$ cat src/rtl/bcd_pkg.sv
`default_nettype none

package bcd_pkg;

    // Bus lines idle high, so the line synchronisers reset to one.
    localparam logic       SYNC_RESET     = 1'b1;
    localparam int         SYNC_STAGES    = 3;
    localparam int         LINE_COUNT     = 2;
    localparam int         LINE_SCL       = 0;
    localparam int         LINE_SDA       = 1;
    localparam logic [1:0] LINE_RESET     = 2'h3;
    localparam logic       FLAG_RESET     = 1'b0;

    typedef enum logic [0:0] {
        BCD_BUS_IDLE   = 1'b0,
        BCD_BUS_ACTIVE = 1'b1
    } bcd_bus_state_t;

    typedef enum logic [1:0] {
        BCD_GEN_IDLE  = 2'b00,
        BCD_GEN_DRIVE = 2'b01,
        BCD_GEN_LOST  = 2'b10
    } bcd_gen_state_t;

endpackage : bcd_pkg

`default_nettype wire

$ cat src/rtl/bcd_line_sync.sv
`timescale 1ns/100ps
`default_nettype none

module bcd_line_sync (
    input  wire logic                           core_clk,
    input  wire logic                           reset_n,
    input  wire logic                           clk_en,
    input  wire logic [bcd_pkg::LINE_COUNT-1:0] line_in,
    output var  logic [bcd_pkg::LINE_COUNT-1:0] line_filt
);
    import bcd_pkg::*;

    logic [LINE_COUNT-1:0] stage1;
    logic [LINE_COUNT-1:0] stage2;
    logic [LINE_COUNT-1:0] stage3;
    logic [LINE_COUNT-1:0] next_filt;

    // A level only counts once the second and third stages agree, which rejects single-sample glitches.
    always_comb begin
        next_filt = line_filt;
        for (int i = 0; i < LINE_COUNT; i++) begin
            if (stage2[i] == stage3[i]) begin
                next_filt[i] = stage3[i];
            end
        end
    end

    always_ff @(posedge core_clk or negedge reset_n) begin
        if (!reset_n) begin
            stage1    <= LINE_RESET;
            stage2    <= LINE_RESET;
            stage3    <= LINE_RESET;
            line_filt <= LINE_RESET;
        end else if (clk_en) begin
            stage1    <= line_in;
            stage2    <= stage1;
            stage3    <= stage2;
            line_filt <= next_filt;
        end
    end

endmodule : bcd_line_sync

`default_nettype wire

$ cat src/rtl/bcd_condition_detect.sv
`timescale 1ns/100ps
`default_nettype none

module bcd_condition_detect (
    input  wire logic core_clk,
    input  wire logic reset_n,
    input  wire logic clk_en,
    input  wire logic scl_in,
    input  wire logic sda_in,
    output var  logic scl_out,
    output var  logic scl_oe,
    output var  logic sda_out,
    output var  logic sda_oe,
    input  wire logic start_gen_req,
    input  wire logic ten_bit_mode,
    input  wire logic irq_native_mode,
    input  wire logic start_irq_enable,
    input  wire logic stop_irq_enable,
    input  wire logic hi_byte_strobe,
    input  wire logic hi_byte_match,
    input  wire logic hi_byte_rw,
    input  wire logic full_match_strobe,
    input  wire logic stretch_release,
    input  wire logic start_irq_clear,
    input  wire logic stop_irq_clear,
    input  wire logic collision_clear,
    output var  logic bus_active,
    output var  logic start_det,
    output var  logic stop_det,
    output var  logic restart_det,
    output var  logic slave_reset,
    output var  logic addr_expect,
    output var  logic prior_match,
    output var  logic tx_prepare,
    output var  logic bus_collision,
    output var  logic start_irq_flag,
    output var  logic stop_irq_flag
);
    import bcd_pkg::*;

    logic [LINE_COUNT-1:0] line_filt;
    logic                  scl_f;
    logic                  sda_f;
    logic                  scl_q;
    logic                  sda_q;
    logic                  scl_low_seen;
    bcd_bus_state_t        bus_state;
    bcd_gen_state_t        gen_state;
    logic                  start_cond;
    logic                  stop_cond;
    logic                  restart_cond;
    logic                  start_irq_event;
    logic                  stop_irq_event;

    logic                  next_scl_q;
    logic                  next_sda_q;
    logic                  next_scl_low_seen;
    bcd_bus_state_t        next_bus_state;
    bcd_gen_state_t        next_gen_state;
    logic                  next_scl_oe;
    logic                  next_sda_oe;
    logic                  next_start_det;
    logic                  next_stop_det;
    logic                  next_restart_det;
    logic                  next_slave_reset;
    logic                  next_addr_expect;
    logic                  next_prior_match;
    logic                  next_tx_prepare;
    logic                  next_bus_collision;
    logic                  next_start_irq_flag;
    logic                  next_stop_irq_flag;

    // Edge of SDA with SCL high on both samples; shared by Start and Stop decoding.
    function automatic logic sda_edge_scl_high(input logic prev_sda, input logic cur_sda,
                                               input logic prev_scl, input logic cur_scl,
                                               input logic rising);
        sda_edge_scl_high = prev_scl && cur_scl && (prev_sda != cur_sda) && (cur_sda == rising);
    endfunction : sda_edge_scl_high

    bcd_line_sync u_sync (
        .core_clk  (core_clk),
        .reset_n   (reset_n),
        .clk_en    (clk_en),
        .line_in   ({sda_in, scl_in}),
        .line_filt (line_filt)
    );

    assign scl_f = line_filt[LINE_SCL];
    assign sda_f = line_filt[LINE_SDA];

    always_comb begin
        start_cond      = sda_edge_scl_high(sda_q, sda_f, scl_q, scl_f, 1'b0);
        stop_cond       = sda_edge_scl_high(sda_q, sda_f, scl_q, scl_f, 1'b1) && scl_low_seen;
        restart_cond    = start_cond && (bus_state == BCD_BUS_ACTIVE) && scl_low_seen;
        start_irq_event = start_cond && (irq_native_mode || start_irq_enable);
        stop_irq_event  = stop_cond && (irq_native_mode || stop_irq_enable);
    end

    always_comb begin
        next_scl_q          = scl_f;
        next_sda_q          = sda_f;
        next_scl_low_seen   = scl_low_seen;
        next_bus_state      = bus_state;
        next_gen_state      = gen_state;
        next_sda_oe         = sda_oe;
        next_scl_oe         = scl_oe;
        next_start_det      = start_cond && !restart_cond;
        next_stop_det       = stop_cond;
        next_restart_det    = restart_cond;
        next_slave_reset    = start_cond;
        next_addr_expect    = addr_expect;
        next_prior_match    = prior_match;
        next_tx_prepare     = 1'b0;
        next_bus_collision  = bus_collision;
        next_start_irq_flag = start_irq_flag;
        next_stop_irq_flag  = stop_irq_flag;

        // Any SCL low arms Stop and Restart; a new Start or a Stop disarms them again.
        if (!scl_f) begin
            next_scl_low_seen = 1'b1;
        end
        if (start_cond || stop_cond) begin
            next_scl_low_seen = 1'b0;
        end

        if (start_cond) begin
            next_bus_state   = BCD_BUS_ACTIVE;
            next_addr_expect = 1'b1;
            next_scl_oe      = 1'b0;
        end else if (stop_cond) begin
            next_bus_state   = BCD_BUS_IDLE;
            next_addr_expect = 1'b0;
            next_scl_oe      = 1'b0;
        end else if (hi_byte_strobe) begin
            next_addr_expect = 1'b0;
        end

        // Clears come first so that a full match in the same cycle still sets the flag.
        if (stop_cond || (hi_byte_strobe && (!hi_byte_rw || !hi_byte_match))) begin
            next_prior_match = 1'b0;
        end
        if (ten_bit_mode && full_match_strobe && !hi_byte_rw) begin
            next_prior_match = 1'b1;
        end

        // The read only proceeds for a slave that the master fully addressed beforehand.
        if (ten_bit_mode && hi_byte_strobe && hi_byte_match && hi_byte_rw && prior_match) begin
            next_scl_oe     = 1'b1;
            next_tx_prepare = 1'b1;
        end else if (stretch_release) begin
            next_scl_oe = 1'b0;
        end

        case (gen_state)
            BCD_GEN_IDLE: begin
                if (start_gen_req && bus_state == BCD_BUS_IDLE) begin
                    if (!sda_f) begin
                        next_gen_state     = BCD_GEN_LOST;
                        next_bus_collision = 1'b1;
                    end else begin
                        next_gen_state = BCD_GEN_DRIVE;
                        next_sda_oe    = 1'b1;
                    end
                end
            end
            BCD_GEN_DRIVE: begin
                if (!start_gen_req) begin
                    next_gen_state = BCD_GEN_IDLE;
                    next_sda_oe    = 1'b0;
                end
            end
            BCD_GEN_LOST: begin
                if (!start_gen_req) begin
                    next_gen_state = BCD_GEN_IDLE;
                end
            end
            default: begin
                next_gen_state = BCD_GEN_IDLE;
                next_sda_oe    = 1'b0;
            end
        endcase
        if (collision_clear && next_gen_state != BCD_GEN_LOST) begin
            next_bus_collision = 1'b0;
        end

        // A new event in the cycle of a software clear keeps the flag set.
        if (start_irq_clear) begin
            next_start_irq_flag = 1'b0;
        end
        if (start_irq_event) begin
            next_start_irq_flag = 1'b1;
        end
        if (stop_irq_clear) begin
            next_stop_irq_flag = 1'b0;
        end
        if (stop_irq_event) begin
            next_stop_irq_flag = 1'b1;
        end
    end

    always_ff @(posedge core_clk or negedge reset_n) begin
        if (!reset_n) begin
            scl_q          <= SYNC_RESET;
            sda_q          <= SYNC_RESET;
            scl_low_seen   <= FLAG_RESET;
            bus_state      <= BCD_BUS_IDLE;
            bus_active     <= FLAG_RESET;
            gen_state      <= BCD_GEN_IDLE;
            scl_oe         <= FLAG_RESET;
            sda_oe         <= FLAG_RESET;
            scl_out        <= FLAG_RESET;
            sda_out        <= FLAG_RESET;
            start_det      <= FLAG_RESET;
            stop_det       <= FLAG_RESET;
            restart_det    <= FLAG_RESET;
            slave_reset    <= FLAG_RESET;
            addr_expect    <= FLAG_RESET;
            prior_match    <= FLAG_RESET;
            tx_prepare     <= FLAG_RESET;
            bus_collision  <= FLAG_RESET;
            start_irq_flag <= FLAG_RESET;
            stop_irq_flag  <= FLAG_RESET;
        end else if (clk_en) begin
            scl_q          <= next_scl_q;
            sda_q          <= next_sda_q;
            scl_low_seen   <= next_scl_low_seen;
            bus_state      <= next_bus_state;
            bus_active     <= (next_bus_state == BCD_BUS_ACTIVE);
            gen_state      <= next_gen_state;
            scl_oe         <= next_scl_oe;
            sda_oe         <= next_sda_oe;
            scl_out        <= FLAG_RESET;
            sda_out        <= FLAG_RESET;
            start_det      <= next_start_det;
            stop_det       <= next_stop_det;
            restart_det    <= next_restart_det;
            slave_reset    <= next_slave_reset;
            addr_expect    <= next_addr_expect;
            prior_match    <= next_prior_match;
            tx_prepare     <= next_tx_prepare;
            bus_collision  <= next_bus_collision;
            start_irq_flag <= next_start_irq_flag;
            stop_irq_flag  <= next_stop_irq_flag;
        end
    end
endmodule : bcd_condition_detect

`default_nettype wire

$ cat config.mk
export PLATFORM = sky130hd
export DESIGN_NAME = bcd_condition_detect
export DESIGN_NICKNAME = d
export VERILOG_FILES = /design/src/rtl/bcd_pkg.sv /design/src/rtl/bcd_line_sync.sv /design/src/rtl/bcd_condition_detect.sv
export SDC_FILE = /design/constraint.sdc
export NUM_CORES = 1
export LEC_CHECK = 0
export BUFFER_PORTS_ARGS = -buffer_cell sky130_fd_sc_hd__clkbuf_2
export CORE_MARGIN = 2
export CORE_UTILIZATION = 50
export CTS_CLUSTER_SIZE = 24
export DETAILED_ROUTE_END_ITERATION = 7
export GPL_ROUTABILITY_DRIVEN = 0
export GPL_TIMING_DRIVEN = 0
export PLACE_DENSITY_LB_ADDON = 0.25
export SLEW_MARGIN = 20
export SYNTH_ARGS = -nofsm -noshare
export SYNTH_HDL_FRONTEND = slang
export SYNTH_SLANG_ARGS = --single-unit
export TNS_END_PERCENT = 10
$ cat constraint.sdc
create_clock -name core_clk -period 1.7 [get_ports core_clk]
set_clock_uncertainty 0.1 [all_clocks]
set_input_delay 0.17 -clock core_clk [delete_from_list [all_inputs] [get_ports core_clk]]
set_output_delay 0.17 -clock core_clk [all_outputs]
set_load 0.02 [all_outputs]
==> results_dict.tcl <==
set metrics [dict create \
    status "finished, final reports clean" \
    yosysSeqAreaShare 0.550 \
    synth_top_cells_by_count "nand2_1, dfrtp_1, dfstp_2, inv_1, o21ai_0" \
    core_sq_um 2250 \
    die_width_um 53.1 \
    synth_seq_cells 26 \
    final_max_slew_viol_count 0 \
    pre_cts_ws_ns 0.0228 \
    startpoint_type "flip-flop" \
    syn_area_sq_um 1210 \
    yosys_warnings 0 \
    maxCapViolations 0 \
    drc_errors 0 \
    r2r_slack_ns 0.09 \
    r2r_end "gen_state[0]" \
    postSynthAreaPerCell_sq_um 10.5 \
    critPathArrivalTime_ns 1.78 \
    dr.pass1.iters 4 \
    num-fill-cells 180 \
    cp_max_fo 4 \
    seqCellArea_sq_um 663 \
    vias 987 \
    tritoncts "yes" \
    setup_ws_ns 0.0911 \
    rows 17 \
    gr-total-overflow 0 \
    via_per_inst 5.25 \
    relSlewSlack 0.596 \
    period_share 0.946 \
    holdCritPathClass "in -> reg" \
    hold_viol_final 0 \
    grt_util_all_layers 0.194 \
    hold_start "start_irq_clear" \
    nNetsFinal 183 \
    yosysMostFrequentCell "nand2_1" \
    grt_pass1_wl_um 3950 \
    diodes 0 \
    die_y_um 53.1 \
    clock-sinks 26 \
    antenna_found_initial 0 \
    drive_gt1_frac 0.375 \
    finalSetupTns_ns 0 \
    async_reset_ff_frac 1.00 \
    path_clk_slew_ns 0.13 \
    ant_nets 0 \
    peakVddDrop_mv 0.831 \
    grt_start_max_net_pins 27 \
    insertion_delay_ns 0.31 \
    r2r_start "gen_state[0]" \
    min_to "start_irq_flag" \
    clk_path_buf_depth 2 \
    io_buffers 29 \
    synth-edff-count 0 \
    synth_top_area_frac 0.332 \
    post-route-min-period_ns 1.61 \
    yosysTopAreaCell "dfrtp_1" \
    ys.flop_type "dfrtp_1" \
    crit_type "reg -> reg" \
    netlist_top_cells_area "dfrtp_1, dfstp_2, mux2_2" \
    cts_buffers 3 \
    detail_route.wl_per_cell_um 12.7 \
    cts_max_level 1 \
    grt_pass1_vias 907 \
    fin_util 0.685 \
    drt_wl_total_um 2380 \
    syn-instance-count 115 \
    endpoint_kind "flip-flop" \
    whs_ns 0.0243 \
    dpl.hpwl_um 1680 \
    clock.fmax_mhz 622 \
    start_util 0.535 \
    ioPinCount 33 \
    multiInputGateArea_sq_um 493 \
    areaGrowthSynthToFinish_pct 28.0 \
    cts_root_buf "clkbuf_4" \
    powerDensity_nw_per_um2 1290 \
    die_area_sq_um 2820 \
    setup_violations 0 \
    reg2regPathDepth 6 \
    worstPathRequired_ns 1.87 \
    tightest_slew_ns 0.606 \
    drt_iter0_markers 15 \
    p_total_mw 1.99 \
    leakagePower_nw 0.771 \
    ys_types 31 \
    min_path_cells 4 \
]
[worst max-delay path, stage by stage (launching register included)]
cell and delay [ns]:
dfrtp_1 0.43, inv_2 0.10, ha_4 0.16, inv_1 0.05, or3_1 0.41, a31oi_1 0.15
mux2_2 0.17
[worst max-delay path by stage]
| stage | slack (ns) | cells after the start | end | startpoint |
|---|---|---|---|---|
| 6_report | 0.09 | 6 | gen_state[0] | gen_state[0] |
| 3_3_place_gp | 0.05 | 6 | gen_state[0] | gen_state[1] |
| 2_1_floorplan | 0.16 | 6 | gen_state[0] | gen_state[0] |
| 4_1_cts | 0.04 | 6 | gen_state[0] | gen_state[0] |
| 5_1_grt | -0.02 | 6 | gen_state[0] | gen_state[0] |
| 3_5_place_dp | 0.02 | 6 | gen_state[0] | gen_state[1] |
[power by group]
part           total [mW]  internal (mW)  switching, mW
clock               0.308          0.131          0.177
sequential          0.970          0.834          0.136
combinational       0.713          0.318          0.395
total                1.99           1.28          0.708
[per-layer routing]
layer	wire [um]	vias up	GRT usage
li1	-	485	-
met1	1030	474	0.251
met2	1230	24	0.329
met3	92	4	0.0254
met4	27	0	0.0769
met5	0	-	0
[final cells by class]
class,count,share of cell area
multi-input cells,75,0.319
clock buffers,4,0.0235
well taps,28,0.0227
plain buffers,5,0.0186
flip-flops and latches,26,0.429
repair buffers,40,0.162
inverters,10,0.0243
[cell usage in the layout (no fill, tap or decap)]
cell and n:
clkbuf_2 29, nand2_1 17, dfrtp_1 16, o21ai_0 10
dfstp_2 10, dlygate4sd3_1 9, inv_1 8, mux2_2 7
nand3_1 5, a21oi_1 4, buf_4 4, nand4b_1 3
nor2_1 3, ha_1 3, clkbuf_4 3, inv_2 2
buf_2 2, and3_1 2, or3_1 2, nand4_1 2
a31oi_1 2, conb_1 2, o2bb2ai_1 1, buf_1 1
o32ai_1 1, nand3b_1 1, a32oi_1 1, nor2b_2 1
a41o_1 1, o21ai_1 1, o21bai_1 1, mux2i_1 1
o31ai_1 1, a211oi_1 1, a21o_1 1, ha_4 1
clkbuf_8 1
[stage by stage]
step,area (sq um),instances
after detailed placement,1390,173
after global placement,1390,173
after global routing,1540,188
after floorplan,1210,116
after CTS,1530,188
final,1540,188
[cells by family (layout without fill, tap and decap cells)]
family,count (synthesis),in the layout,share of synthesized area
other cells,1,2,0.00311
mux,8,8,0.0737
buf+inv,15,59,0.0550
compound gates,25,25,0.128
flops,26,26,0.550
fa+ha+maj,4,4,0.0415
simple gates,36,36,0.149
[sequential cells by signal, indices dropped and copies added, names as in the netlist, 2 cells and up]
register and count:
u_sync.stage2 2, u_sync.stage3 2, gen_state 2, u_sync.stage1 2, u_sync.line_filt 2
[repair_timing]
action / in CTS / in global routing
gates resized for setup: 0 / 4
hold endpoints to repair: 23 / 0
setup buffers: 2 / 0
hold buffers: 9 / 0
setup endpoints to repair: 1 / 1
cloned: 0 / 0
(Power assumes the default switching activity.)
